`src/battery_alert_pkg.sv`:
```
// Constants and types shared by the battery status, buzzer and state control logic.
// Operation
// - Replace lamp on when cycles reach end-of-life limit or capacity under end level.
// - Warn lamp on when cycles reach warning limit or capacity under warning level.
// - Good lamp on only while neither warn nor replace condition holds.
// - Charge lamp follows charging, discharge lamp follows discharging.
// - Full lamp on once a qualified full charge is detected.
// - Each beep lasts one second, each gap between beeps one second.
// - A configured beep count of zero silences that condition entirely.
// - One hour after a voltage alert, recheck and beep again if still present.
// - After the recheck, ignore that voltage condition until voltage is normal again.
// - Config bits 1:0 give zero to three beeps for runtime reaching empty.
// - Fields 3:2, 5:4, 7:6 give beeps for runtime reaching segment sums.
// - Fields 10:8 and 13:11 give zero to seven beeps for over/undervoltage.
// - Current at or over activation threshold enters active state, display on.
// - Current at or under idle threshold enters idle, display holds last value.
// - Idle longer than the sleep delay in seconds enters sleep, display off.
// - Measurement, time keeping and serial service keep running in every state.
// - Charge accumulation runs only in the active state.
// - Status lamps are shifted out to external latches whenever a status changes.
package battery_alert_pkg;
   localparam int CLK_FREQ_MHZ = 200;
   localparam int BEEP_TIME_MS = 1000;
   localparam int SECOND_CYCLES = BEEP_TIME_MS * CLK_FREQ_MHZ * 1000;
   localparam int RECHECK_TIME_S = 3600;
   localparam logic [11:0] RECHECK_LAST = 12'(RECHECK_TIME_S - 1);
   localparam int EMPTY_LSB = 0;
   localparam int SEG0_LSB = 2;
   localparam int SEG1_LSB = 4;
   localparam int SEG2_LSB = 6;
   localparam int OV_LSB = 8;
   localparam int UV_LSB = 11;
   localparam int SHORT_W = 2;
   localparam int LONG_W = 3;
   localparam logic [15:0] BEEP_CFG_RESET = 16'h0000;
   localparam int SR_BITS = 6;
   localparam logic [2:0] SR_LAST = 3'h5;
   localparam int SR_FRAME_CYCLES = 12;
   typedef enum logic [2:0] {
      ST_ACTIVE = 3'b001,
      ST_IDLE = 3'b010,
      ST_SLEEP = 3'b100
   } op_state_t;
   typedef enum logic [2:0] {
      VW_ARMED = 3'b001,
      VW_WAIT = 3'b010,
      VW_DONE = 3'b100
   } volt_watch_t;
   typedef enum logic [2:0] {
      SR_IDLE = 3'b001,
      SR_SHIFT = 3'b010,
      SR_LATCH = 3'b100
   } shift_state_t;
   typedef enum logic [2:0] {
      BZ_IDLE = 3'b001,
      BZ_ON = 3'b010,
      BZ_GAP = 3'b100
   } beep_state_t;
endpackage

```
`src/beep_if.sv`:
```
// Carrier between the alert controller and the beep sequencer.
`timescale 1ns/1ps
interface beep_if;
   logic start;
   logic [2:0] count;
   logic busy;
   modport ctl (output start, output count, input busy);
   modport seq (input start, input count, output busy);
endinterface

```
`src/battery_status_alert_control.sv`:
```
// Status lamps, buzzer alerts and operating-state control for the battery gauge.
`timescale 1ns/1ps
module battery_status_alert_control
   import battery_alert_pkg::*;
#(
   parameter int SEC_CYCLES = SECOND_CYCLES,
   parameter int COUNT_W = 16,
   parameter int CAP_W = 16,
   parameter int RUN_W = 16,
   parameter int VOLT_W = 16,
   parameter int CUR_W = 16
) (
   input wire logic core_clk_i,
   input wire logic rst_b_i,
   input wire logic [COUNT_W-1:0] cycle_count_i,
   input wire logic [COUNT_W-1:0] eol_cycle_limit_i,
   input wire logic [COUNT_W-1:0] warn_cycle_limit_i,
   input wire logic [CAP_W-1:0] learned_full_capacity_i,
   input wire logic [CAP_W-1:0] eol_capacity_level_i,
   input wire logic [CAP_W-1:0] warn_capacity_level_i,
   input wire logic charging_i,
   input wire logic discharging_i,
   input wire logic full_detected_i,
   input wire logic [RUN_W-1:0] remaining_runtime_i,
   input wire logic [23:0] segment_time_allocation_i,
   input wire logic [VOLT_W-1:0] battery_voltage_i,
   input wire logic [VOLT_W-1:0] overvoltage_threshold_i,
   input wire logic [VOLT_W-1:0] undervoltage_threshold_i,
   input wire logic [CUR_W-1:0] current_magnitude_i,
   input wire logic [CUR_W-1:0] activation_current_threshold_i,
   input wire logic [CUR_W-1:0] idle_current_threshold_i,
   input wire logic [15:0] sleep_delay_seconds_i,
   input wire logic cfg_wr_i,
   input wire logic [15:0] cfg_wdata_i,
   output logic [15:0] cfg_rdata_o,
   output logic replace_o,
   output logic warn_o,
   output logic good_o,
   output logic charge_o,
   output logic discharge_o,
   output logic full_o,
   output logic sr_data_o,
   output logic sr_clk_o,
   output logic sr_latch_o,
   output logic buzzer_o,
   output logic [2:0] op_state_o,
   output logic display_on_o,
   output logic display_hold_o,
   output logic coulomb_count_en_o,
   output logic measure_en_o,
   output logic serial_en_o
);
   beep_if beep ();

   logic [15:0] buzzer_beep_config;
   logic replace_cond;
   logic warn_cond;
   logic [SR_BITS-1:0] status_vec;
   logic [SR_BITS-1:0] sent_vec;
   logic [SR_BITS-1:0] sr_shadow;
   shift_state_t sr_state;
   logic [2:0] sr_cnt;
   logic sr_phase;
   logic [31:0] sec_cnt;
   logic sec_tick;
   logic [RUN_W-1:0] cum0;
   logic [RUN_W-1:0] cum1;
   logic [RUN_W-1:0] cum2;
   logic [3:0] run_cond;
   logic [3:0] run_cond_q;
   logic [1:0] volt_cond;
   logic volt_normal;
   logic [1:0] volt_ev;
   logic [5:0] events;
   logic [5:0] pending;
   logic [5:0] grant;
   logic [2:0] sel;
   logic sel_valid;
   logic start_q;
   logic [2:0] start_count;
   op_state_t state;
   logic [15:0] idle_secs;

   // Pull the beep count of one alert source out of the configuration word.
   function automatic logic [2:0] field_count(input logic [15:0] cfg, input logic [2:0] src);
      logic [2:0] n;
      n = 3'h0;
      case (src)
         3'h0: n = {1'b0, cfg[EMPTY_LSB +: SHORT_W]};
         3'h1: n = {1'b0, cfg[SEG0_LSB +: SHORT_W]};
         3'h2: n = {1'b0, cfg[SEG1_LSB +: SHORT_W]};
         3'h3: n = {1'b0, cfg[SEG2_LSB +: SHORT_W]};
         3'h4: n = cfg[OV_LSB +: LONG_W];
         3'h5: n = cfg[UV_LSB +: LONG_W];
         default: n = 3'h0;
      endcase
      return n;
   endfunction

   always_ff @(posedge core_clk_i or negedge rst_b_i) begin
      if (!rst_b_i) begin
         buzzer_beep_config <= BEEP_CFG_RESET;
         cfg_rdata_o <= BEEP_CFG_RESET;
      end else begin
         if (cfg_wr_i) begin
            buzzer_beep_config <= cfg_wdata_i;
         end
         cfg_rdata_o <= buzzer_beep_config;
      end
   end

   assign replace_cond = (cycle_count_i >= eol_cycle_limit_i) ||
                         (learned_full_capacity_i < eol_capacity_level_i);
   assign warn_cond = (cycle_count_i >= warn_cycle_limit_i) ||
                      (learned_full_capacity_i < warn_capacity_level_i);

   always_ff @(posedge core_clk_i or negedge rst_b_i) begin
      if (!rst_b_i) begin
         replace_o <= 1'b0;
         warn_o <= 1'b0;
         good_o <= 1'b0;
         charge_o <= 1'b0;
         discharge_o <= 1'b0;
         full_o <= 1'b0;
      end else begin
         replace_o <= replace_cond;
         warn_o <= warn_cond;
         good_o <= !(replace_cond || warn_cond);
         charge_o <= charging_i;
         discharge_o <= discharging_i;
         full_o <= full_detected_i;
      end
   end

   assign status_vec = {replace_o, warn_o, good_o, charge_o, discharge_o, full_o};

   // A change that lands mid-frame is caught on the next idle cycle, so no update is lost.
   always_ff @(posedge core_clk_i or negedge rst_b_i) begin
      if (!rst_b_i) begin
         sr_state <= SR_IDLE;
         sent_vec <= '0;
         sr_shadow <= '0;
         sr_cnt <= 3'h0;
         sr_phase <= 1'b0;
         sr_data_o <= 1'b0;
         sr_clk_o <= 1'b0;
         sr_latch_o <= 1'b0;
      end else begin
         case (sr_state)
            SR_IDLE: begin
               sr_latch_o <= 1'b0;
               if (status_vec != sent_vec) begin
                  sent_vec <= status_vec;
                  sr_shadow <= status_vec;
                  sr_cnt <= 3'h0;
                  sr_phase <= 1'b0;
                  sr_state <= SR_SHIFT;
               end
            end
            SR_SHIFT: begin
               sr_phase <= !sr_phase;
               if (!sr_phase) begin
                  sr_data_o <= sr_shadow[SR_BITS-1];
                  sr_clk_o <= 1'b0;
               end else begin
                  sr_clk_o <= 1'b1;
                  sr_shadow <= {sr_shadow[SR_BITS-2:0], 1'b0};
                  sr_cnt <= sr_cnt + 3'h1;
                  if (sr_cnt == SR_LAST) begin
                     sr_state <= SR_LATCH;
                  end
               end
            end
            SR_LATCH: begin
               sr_clk_o <= 1'b0;
               sr_latch_o <= 1'b1;
               sr_state <= SR_IDLE;
            end
            default: begin
               sr_state <= SR_IDLE;
            end
         endcase
      end
   end

   always_ff @(posedge core_clk_i or negedge rst_b_i) begin
      if (!rst_b_i) begin
         sec_cnt <= 32'h00000000;
         sec_tick <= 1'b0;
      end else if (sec_cnt == 32'(SEC_CYCLES - 1)) begin
         sec_cnt <= 32'h00000000;
         sec_tick <= 1'b1;
      end else begin
         sec_cnt <= sec_cnt + 32'h00000001;
         sec_tick <= 1'b0;
      end
   end

   assign cum0 = RUN_W'(segment_time_allocation_i[7:0]);
   assign cum1 = cum0 + RUN_W'(segment_time_allocation_i[15:8]);
   assign cum2 = cum1 + RUN_W'(segment_time_allocation_i[23:16]);
   assign run_cond[0] = discharging_i && (remaining_runtime_i == '0);
   assign run_cond[1] = discharging_i && (remaining_runtime_i == cum0);
   assign run_cond[2] = discharging_i && (remaining_runtime_i == cum1);
   assign run_cond[3] = discharging_i && (remaining_runtime_i == cum2);

   always_ff @(posedge core_clk_i or negedge rst_b_i) begin
      if (!rst_b_i) begin
         run_cond_q <= 4'h0;
      end else begin
         run_cond_q <= run_cond;
      end
   end

   assign volt_cond[0] = battery_voltage_i > overvoltage_threshold_i;
   assign volt_cond[1] = battery_voltage_i < undervoltage_threshold_i;
   assign volt_normal = !volt_cond[0] && !volt_cond[1];

   for (genvar g = 0; g < 2; g++) begin : gen_volt
      volt_watch_t vstate;
      logic [11:0] hour_secs;
      assign volt_ev[g] = (vstate == VW_ARMED && volt_cond[g]) ||
                          (vstate == VW_WAIT && sec_tick && hour_secs == RECHECK_LAST &&
                           volt_cond[g]);
      always_ff @(posedge core_clk_i or negedge rst_b_i) begin
         if (!rst_b_i) begin
            vstate <= VW_ARMED;
            hour_secs <= 12'h000;
         end else begin
            case (vstate)
               VW_ARMED: begin
                  if (volt_cond[g]) begin
                     vstate <= VW_WAIT;
                     hour_secs <= 12'h000;
                  end
               end
               VW_WAIT: begin
                  if (sec_tick) begin
                     hour_secs <= hour_secs + 12'h001;
                     if (hour_secs == RECHECK_LAST) begin
                        vstate <= VW_DONE;
                     end
                  end
               end
               VW_DONE: begin
                  if (volt_normal) begin
                     vstate <= VW_ARMED;
                  end
               end
               default: begin
                  vstate <= VW_ARMED;
               end
            endcase
         end
      end
   end

   assign events = {volt_ev, run_cond & ~run_cond_q};

   always_comb begin
      sel = 3'h0;
      sel_valid = 1'b0;
      grant = 6'h00;
      for (int i = 5; i >= 0; i--) begin
         if (pending[i]) begin
            sel = 3'(i);
            sel_valid = 1'b1;
         end
      end
      if (sel_valid && !beep.busy && !start_q) begin
         grant[sel] = 1'b1;
      end
   end

   // A new event on a source beats its own grant in the same cycle.
   always_ff @(posedge core_clk_i or negedge rst_b_i) begin
      if (!rst_b_i) begin
         pending <= 6'h00;
         start_q <= 1'b0;
         start_count <= 3'h0;
      end else begin
         for (int i = 0; i < 6; i++) begin
            if (events[i] && field_count(buzzer_beep_config, 3'(i)) != 3'h0) begin
               pending[i] <= 1'b1;
            end else if (grant[i]) begin
               pending[i] <= 1'b0;
            end
         end
         start_q <= |grant;
         start_count <= field_count(buzzer_beep_config, sel);
      end
   end

   assign beep.start = start_q;
   assign beep.count = start_count;

   beep_sequencer #(
      .SEC_CYCLES(SEC_CYCLES)
   ) i_beep_sequencer (
      .core_clk_i(core_clk_i),
      .rst_b_i(rst_b_i),
      .bus(beep.seq),
      .buzzer_o(buzzer_o)
   );

   always_ff @(posedge core_clk_i or negedge rst_b_i) begin
      if (!rst_b_i) begin
         state <= ST_SLEEP;
         idle_secs <= 16'h0000;
      end else if (current_magnitude_i >= activation_current_threshold_i) begin
         state <= ST_ACTIVE;
      end else begin
         case (state)
            ST_ACTIVE: begin
               if (current_magnitude_i <= idle_current_threshold_i) begin
                  state <= ST_IDLE;
                  idle_secs <= 16'h0000;
               end
            end
            ST_IDLE: begin
               if (sec_tick) begin
                  if (idle_secs >= sleep_delay_seconds_i) begin
                     state <= ST_SLEEP;
                  end else begin
                     idle_secs <= idle_secs + 16'h0001;
                  end
               end
            end
            ST_SLEEP: begin
               state <= ST_SLEEP;
            end
            default: begin
               state <= ST_SLEEP;
            end
         endcase
      end
   end

   always_ff @(posedge core_clk_i or negedge rst_b_i) begin
      if (!rst_b_i) begin
         op_state_o <= ST_SLEEP;
         display_on_o <= 1'b0;
         display_hold_o <= 1'b0;
         coulomb_count_en_o <= 1'b0;
         measure_en_o <= 1'b0;
         serial_en_o <= 1'b0;
      end else begin
         op_state_o <= state;
         display_on_o <= (state != ST_SLEEP);
         display_hold_o <= (state == ST_IDLE);
         coulomb_count_en_o <= (state == ST_ACTIVE);
         measure_en_o <= 1'b1;
         serial_en_o <= 1'b1;
      end
   end
endmodule

```
`src/beep_sequencer.sv`:
```
// Beep sequencer: sounds a number of one-second beeps separated by one-second gaps.
`timescale 1ns/1ps
module beep_sequencer
   import battery_alert_pkg::*;
#(
   parameter int SEC_CYCLES = SECOND_CYCLES
) (
   input wire logic core_clk_i,
   input wire logic rst_b_i,
   beep_if.seq bus,
   output logic buzzer_o
);
   beep_state_t state;
   logic [31:0] cnt;
   logic [2:0] left;
   logic last;
   logic [31:0] on_len;

   assign last = (cnt == 32'(SEC_CYCLES - 1));
   // Busy also covers the final gap, so a queued sequence never merges with this one.
   assign bus.busy = (state != BZ_IDLE);

   always_ff @(posedge core_clk_i or negedge rst_b_i) begin
      if (!rst_b_i) begin
         state <= BZ_IDLE;
         cnt <= 32'h00000000;
         left <= 3'h0;
         buzzer_o <= 1'b0;
      end else begin
         case (state)
            BZ_IDLE: begin
               if (bus.start && bus.count != 3'h0) begin
                  state <= BZ_ON;
                  left <= bus.count;
                  cnt <= 32'h00000000;
                  buzzer_o <= 1'b1;
               end
            end
            BZ_ON: begin
               if (last) begin
                  state <= BZ_GAP;
                  left <= left - 3'h1;
                  cnt <= 32'h00000000;
                  buzzer_o <= 1'b0;
               end else begin
                  cnt <= cnt + 32'h00000001;
               end
            end
            BZ_GAP: begin
               if (last) begin
                  cnt <= 32'h00000000;
                  if (left == 3'h0) begin
                     state <= BZ_IDLE;
                  end else begin
                     state <= BZ_ON;
                     buzzer_o <= 1'b1;
                  end
               end else begin
                  cnt <= cnt + 32'h00000001;
               end
            end
            default: begin
               state <= BZ_IDLE;
               buzzer_o <= 1'b0;
            end
         endcase
      end
   end

   always_ff @(posedge core_clk_i or negedge rst_b_i) begin
      if (!rst_b_i) begin
         on_len <= 32'h00000000;
      end else if (buzzer_o) begin
         on_len <= on_len + 32'h00000001;
      end else begin
         on_len <= 32'h00000000;
      end
   end
endmodule

```
`config.mk`:
```
export PLATFORM = sky130hd
export DESIGN_NAME = battery_status_alert_control
export DESIGN_NICKNAME = d
export VERILOG_FILES = /design/src/battery_alert_pkg.sv /design/src/beep_if.sv /design/src/battery_status_alert_control.sv /design/src/beep_sequencer.sv
export SDC_FILE = /design/constraint.sdc
export NUM_CORES = 1
export LEC_CHECK = 0
export ABC_AREA = 1
export BUFFER_PORTS_ARGS = -buffer_cell sky130_fd_sc_hd__buf_2
export CAP_MARGIN = 15
export CORE_MARGIN = 4
export CORE_UTILIZATION = 55
export DETAILED_ROUTE_END_ITERATION = 10
export PLACE_DENSITY_LB_ADDON = 0.05
export SYNTH_ARGS = -nofsm -noshare
export SYNTH_HDL_FRONTEND = slang
export SYNTH_SLANG_ARGS = --single-unit
```
`constraint.sdc`:
```
create_clock -name core_clk_i -period 2.6 [get_ports core_clk_i]
set_input_delay 0.13 -clock core_clk_i [delete_from_list [all_inputs] [get_ports core_clk_i]]
set_output_delay 0.13 -clock core_clk_i [all_outputs]
set_load 0.01 [all_outputs]
```
==> impl_metrics.ini, run 1 <==
[outcome]
status = finished clean

[clocking]
clock_latency_ns = 0.50
cts.sinks = 202
cts_root_buffer = clkbuf_16
numCtsBuffers = 22
clockBufferDepth = 3
cts_tree = yes
cts_setup_buffers = 0
path_clk_slew_ns = 0.06
cts-htree-levels = 1

[finish]
fin_nets = 2835
final_common_cell = nand2_1
antennaDiodeCount = 0
area_growth_pct = 20.1
regArea_sq_um = 5060
n_fill_cell = 2384
fin_cells = 2751
final_util = 0.673
multi_input_area_sq_um = 8580
layout_common_cells = nand2_1, inv_1, buf_2
drive_above_1_share = 0.181
final_area_sq_um = 18200

[floorplanning]
die_w_microns = 174
num_io_pins = 304
start_util = 0.561
die_area_sq_um = 30300
coreArea_sq_um = 27000
rows = 60
die_y_microns = 174

[min_path]
min_path_type = in -> reg

[timing]
rsz0062_at_grt = false
fin_setup_tns_ns = 0
slew_viol_final = 0
maxSlewHeadroom = 0.591
timing.fmax_mhz = 415
tightest_slew_ns = 0.614
hold_viol = 0
setup_violations = 0
fin_crit_sh = 0.928
layout_min_cycle_time_ns = 2.41
finClkSkew_ns = 0.00846

[detailed_routing]
route.detailed.wl_per_inst_microns = 14.1
drtIter0Drc = 901
wirelength_met1_microns = 16600
routed_wl_microns = 38900
wl_met2_microns = 19300
drc = 0
dr.pass1.iters = 5
route.met3.wl_microns = 1990
vias = 14300
ant_nets = 0
routed.top_layer = met4
routed_via_density = 5.20

[critical_path]
critical_path_class = in -> reg
max_stage_delay_ns = 0.53
worst_setup_path_start_kind = primary input
cp_max_fo = 4
slowest_stage = dlygate4sd3_1
path_delay_family = simple AND/OR/NAND/NOR gates
path_cells = dlygate4sd3_1 -> buf_2 -> ha_4 -> nand2_2 -> or2_2 -> nand3_1 -> nand2_1 -> nand2_2 -> ha_2 -> a21oi_2 -> o21ai_0 -> a21oi_1 -> nand3_1 -> nand2_1 -> nor2_1 -> nand3_1 -> nand2_1
critPathBufInv = 2
arrival_ns = 2.79
critPathCaptureType = flop
required_ns = 2.98

[power_and_ir_drop]
irDropWorstVdd_uv = 440
power.leakage_nw = 10.0
powerDensity_nw_per_um2 = 573
power_mw = 10.4

[yosys]
syn_area_sq_um = 15200
synthFlopType = dfrtp_1
ys_types = 56
async_flop_share = 1.00
seq_area_frac_synth = 0.334
yosysWarnings = 0
synth_edf_count = 0
synthesis.instances = 2047
syn_area_per_cell_sq_um = 7.40
syn-num-nets = 2488
synth_seq_cells = 202

[placement]
port_buffers = 303
detailed_place_hpwl_microns = 31900
placed_cell_area_sq_um = 17200
dp_cells = 2688
gp_congestion = 0.926

[global_route]
grt_max_degree = 76
grt_pass1_vias = 14200
grt_pass1_wl_microns = 65400
grt_remaining_overflow = 0
antenna_found_initial = 0
track_usage = 0.253

[run]
maxCapViolations = 0
-- worst paths after layout --
path	startpoint	endpoint	slack, ns	cells past startpoint
max	segment_time_allocation_i[4]	pending[3]	0.19	17
min	remaining_runtime_i[3]	run_cond_q[0]	0.04	4
max reg2reg	i_beep_sequencer.cnt[0]	i_beep_sequencer.cnt[19]	0.40	10
min reg2reg	buzzer_beep_config[10]	cfg_rdata_o[10]	0.37	0
max in group asynchronous	rst_b_i	sr_state[0]	1.64	3
min in group asynchronous	rst_b_i	display_hold_o	0.21	2
-- registers in the layout, indices dropped and copies added (netlist names), 4 cells and up --
register,flops
run_cond_q,4
cfg_rdata_o,16
i_beep_sequencer.cnt,32
sr_shadow,6
sent_vec,6
gen_volt.vstate,6
pending,6
sec_cnt,32
idle_secs,16
gen_volt.hour_secs,24
buzzer_beep_config,16
-- report_power, final --
| part | internal [mW] | leakage (nW) | switching [mW] |
|---|---|---|---|
| Sequential | 3.61 | 2.64 | 0.290 |
| Combinational | 1.26 | 7.05 | 2.14 |
| Clock | 1.88 | 0.350 | 1.24 |
-- metal layers --
| metal | GRT usage | vias up |
|---|---|---|
| met5 | 0 | - |
| met4 | 0.0630 | 0 |
| met3 | 0.0398 | 72 |
| met2 | 0.461 | 369 |
| met1 | 0.315 | 6544 |
| li1 | - | 7324 |
-- layout make-up --
cell class,count,area share
timing repair buffer,344,0.106
tap,341,0.0234
multi-input combinational,1432,0.471
clock buffer,32,0.0346
sequential,202,0.278
inverter,392,0.0809
clock inverter,8,0.00543
-- tightest hold or removal path, stage by stage --
cell and delay, ns:
buf_2 0.13, nor4_1 0.07, nand3_1 0.07, nor3_1 0.08
-- stage by stage --
stage | setup WS [ns] | hold WS (ns)
after floorplan | 0.0861 | -0.166
after global placement | -0.114 | 0.192
after detailed placement | -0.150 | 0.196
after CTS | 0.0451 | 0.0183
after global routing | 0.00989 | 0.0558
final | 0.188 | 0.0375
-- synthesized netlist by cell type, types with 3 or more instances --
library cell  count  share of area
nand2_1         429           0.11
inv_1           383          0.095
dfrtp_1         196           0.32
nor2_1          170          0.042
ha_1            169           0.14
nand3_1         115          0.038
a21oi_1         109          0.036
o21ai_0          73          0.024
nand4_1          70          0.029
nor3_1           65          0.021
xor2_1           58          0.034
xnor2_1          26          0.015
o21ai_1          16         0.0053
nor4_1           14         0.0058
nand2_2          13         0.0054
clkbuf_1         10         0.0025
o22ai_1          10         0.0041
or2_2            10         0.0041
inv_2             9         0.0022
o21a_1            9         0.0045
buf_2             7         0.0023
nand3b_1          7         0.0035
o211ai_1          7         0.0035
dfstp_2           6          0.010
nor2_2            6         0.0025
nor2_4            6         0.0045
nor3_2            6         0.0040
and3_1            5         0.0021
a31oi_1           4         0.0017
a21boi_0          3         0.0015
o31ai_1           3         0.0015
-- repair_timing --
| item | 4_1_cts | 5_1_grt |
|---|---|---|
| hold buffers | 23 | 0 |
| gates resized for setup | 0 | 14 |
| setup endpoints to repair | 0 | 2 |
| endpoints found under the hold margin | 90 | 0 |
-- cells by family after synthesis --
family                   Yosys count  share of synthesized area
AND/OR/NAND/NOR                  926                      0.278
buffers and inverters            413                      0.104
AO/OA/AOI/OAI                    246                     0.0898
flip-flops                       202                      0.334
adder cells (fa/ha/maj)          171                      0.142
XOR/XNOR                          85                     0.0500
multiplexers                       3                    0.00215
other                              1                   0.000247
Power figures use the tool's default switching activity.
==> run 2, diff against run 1 <==
--- a/config.mk
+++ b/config.mk
@@ -9,7 +9,7 @@
 export BUFFER_PORTS_ARGS = -buffer_cell sky130_fd_sc_hd__buf_2
 export CAP_MARGIN = 15
 export CORE_MARGIN = 4
-export CORE_UTILIZATION = 55
+export CORE_UTILIZATION = 50
 export DETAILED_ROUTE_END_ITERATION = 10
 export PLACE_DENSITY_LB_ADDON = 0.05
 export SYNTH_ARGS = -nofsm -noshare
==> constraint.sdc (replaced) <==
create_clock -name core_clk_i -period 2.5 [get_ports core_clk_i]
set_input_delay 0.125 -clock core_clk_i [delete_from_list [all_inputs] [get_ports core_clk_i]]
set_output_delay 0.125 -clock core_clk_i [all_outputs]
set_load 0.01 [all_outputs]
==> run 2 against run 1 <==
  * Global-route usage is 2.2 points lower
  * Worst hold slack better by 0.0046 ns
  * First-iteration DRC count is 21% lower
  * Register-to-register slack worse by 0.09 ns
  * Count of clock-buffer cells in the layout is 5 higher
  * Via count is 0.47% higher
  * Highest routed layer unchanged
  * Final cell count is 2.3% higher
  * Clock skew is 0.0075 ns higher
  * Core utilization is 5.9 points lower
  * Die area is 9.5% higher
  * Worst setup slack better by 0.11 ns
  * Non-clock buffer count is 15 higher
==> impl_metrics.ini, run 2 (same netlist as run 1, synthesis figures left out) <==
[outcome]
status = finished clean

[finish]
area_growth_pct = 20.8
drive_above_1_share = 0.181
final_common_cell = nand2_1
final_util = 0.614
layout_common_cells = nand2_1, inv_1, buf_2
final_area_sq_um = 18300
largestRegisters = i_beep_sequencer.cnt x32, sec_cnt x32, gen_volt.hour_secs x24
antennaDiodeCount = 0
fin_nets = 2851

[detailed_routing]
drc = 0
dr.pass1.iters = 6
drtIter0Drc = 708
wirelength_met1_microns = 17100
routed.top_layer = met4
route.met3.wl_microns = 1910
routed_via_density = 5.11
vias = 14400
ant_nets = 0
wl_met2_microns = 19200
routed_wl_microns = 39200
route.detailed.wl_per_inst_microns = 13.9

[critical_path]
r2r_start = i_beep_sequencer.state[0]
worst_setup_path_start_kind = primary input
critical_path_class = in -> reg
r2r_end = i_beep_sequencer.cnt[20]
critPathCaptureType = flop
cp_max_fo = 4
reg2regPathDepth = 11
r2r_slack_ns = 0.31
arrival_ns = 2.63
required_ns = 2.93

[timing]
tightest_slew_ns = 0.666
layout_min_cycle_time_ns = 2.20
finClkSkew_ns = 0.0160
slew_viol_final = 0
hold_viol = 0
timing.fmax_mhz = 455
fin_crit_sh = 0.879
maxSlewHeadroom = 0.556
rsz0062_at_grt = false
setup_violations = 0
setup_ws_ns = 0.301

[power_and_ir_drop]
internal_power_mw = 7.01
power.leakage_nw = 10.1
combinationalPowerShare = 0.328
powerDensity_nw_per_um2 = 590
switching_share = 0.351
pwr-share-seq = 0.376
irDropWorstVdd_uv = 520
power.switching_mw = 3.79
p_clk_frac = 0.297
power_mw = 10.8

[clocking]
cts.sinks = 202
clockBufferDepth = 3
cts_setup_buffers = 0
cts-htree-levels = 1
clock_latency_ns = 0.50
numCtsBuffers = 23
cts_tree = yes
cts_root_buffer = clkbuf_16
path_clk_slew_ns = 0.06

[floorplanning]
die_area_sq_um = 33200
num_io_pins = 304
coreArea_sq_um = 29800
die_y_microns = 182
start_util = 0.509
rows = 63
die_w_microns = 182

[global_route]
grt_pass1_vias = 14100
track_usage = 0.231
grt_max_degree = 81
grt_pass1_wl_microns = 65200
antenna_found_initial = 0
grt_remaining_overflow = 0

[placement]
port_buffers = 303
preCtsSetupSlack_ns = -0.206
gp_congestion = 0.922
detailed_place_hpwl_microns = 32100
placed_cell_area_sq_um = 17300

[min_path]
holdPathEnd = run_cond_q[1]
holdCritStartpoint = segment_time_allocation_i[5]
min_path_type = in -> reg
hold_depth = 4

[run]
maxCapViolations = 0
==> run 2: cell count changes in the layout (fill, tap and decap cells not counted), moves of 3 or more <==
cell      delta
a21oi_1      +3
buf_4       +14
ha_1         +3
clkbuf_8     +6
==> run 2: what timing repair did <==
item,in CTS,in global routing
endpoints found under the hold margin,95,0
hold buffers,25,0
setup endpoints to repair,0,1
gates resized for setup,0,1
==> run 2: layout make-up <==
type | instances | area (sq um)
sequential | 202 | 5060
tap | 390 | 488
fill | 2789 | 11500
clock inverter | 3 | 15.0
timing repair buffer | 359 | 2030
multi-input combinational | 1432 | 8520
clock buffer | 37 | 708
inverter | 392 | 1470
==> run 2: critical path: stages <==
cell           delay, ns
dlygate4sd3_1       0.53
buf_2               0.12
nor2_1              0.19
dlygate4sd3_1       0.60
nand4_1             0.12
nor3_1              0.34
dlygate4sd3_1       0.61
==> run 2: power groups by stage <==
| stage | clock network, mW | logic, mW | registers [mW] |
|---|---|---|---|
| after floorplan | 0 | 2.37 | 4.09 |
| after global placement | 0 | 3.43 | 4.09 |
| after detailed placement | 0 | 3.52 | 4.11 |
| after CTS | 3.30 | 3.57 | 4.06 |
| after global routing | 3.45 | 4.07 | 4.11 |
| final | 3.20 | 3.54 | 4.06 |
==> run 2: metrics by stage <==
stage,TNS [ns],hold slack [ns],cells
after global routing,0,0.0691,2815
after floorplan,0,-0.171,2047
final,0,0.0422,2815
after detailed placement,-0.345,0.217,2750
after global placement,-0.264,0.210,2750
after CTS,0,0.0212,2815
==> run 2: worst max-delay path by stage <==
stage	startpoint	to	depth (start not counted)
floorplan	segment_time_allocation_i[0]	pending[3]	21
global placement	segment_time_allocation_i[0]	pending[3]	22
detailed placement	segment_time_allocation_i[0]	pending[3]	22
CTS	i_beep_sequencer.state[0]	i_beep_sequencer.cnt[20]	11
global route	segment_time_allocation_i[0]	pending[3]	21
finish	remaining_runtime_i[10]	run_cond_q[0]	7
==> run 2: layer usage <==
metal  GRT usage  vias to the layer above
met5           0                        -
met4      0.0570                        0
met3      0.0341                       65
met2       0.412                      330
met1       0.296                     6622
li1            -                     7359
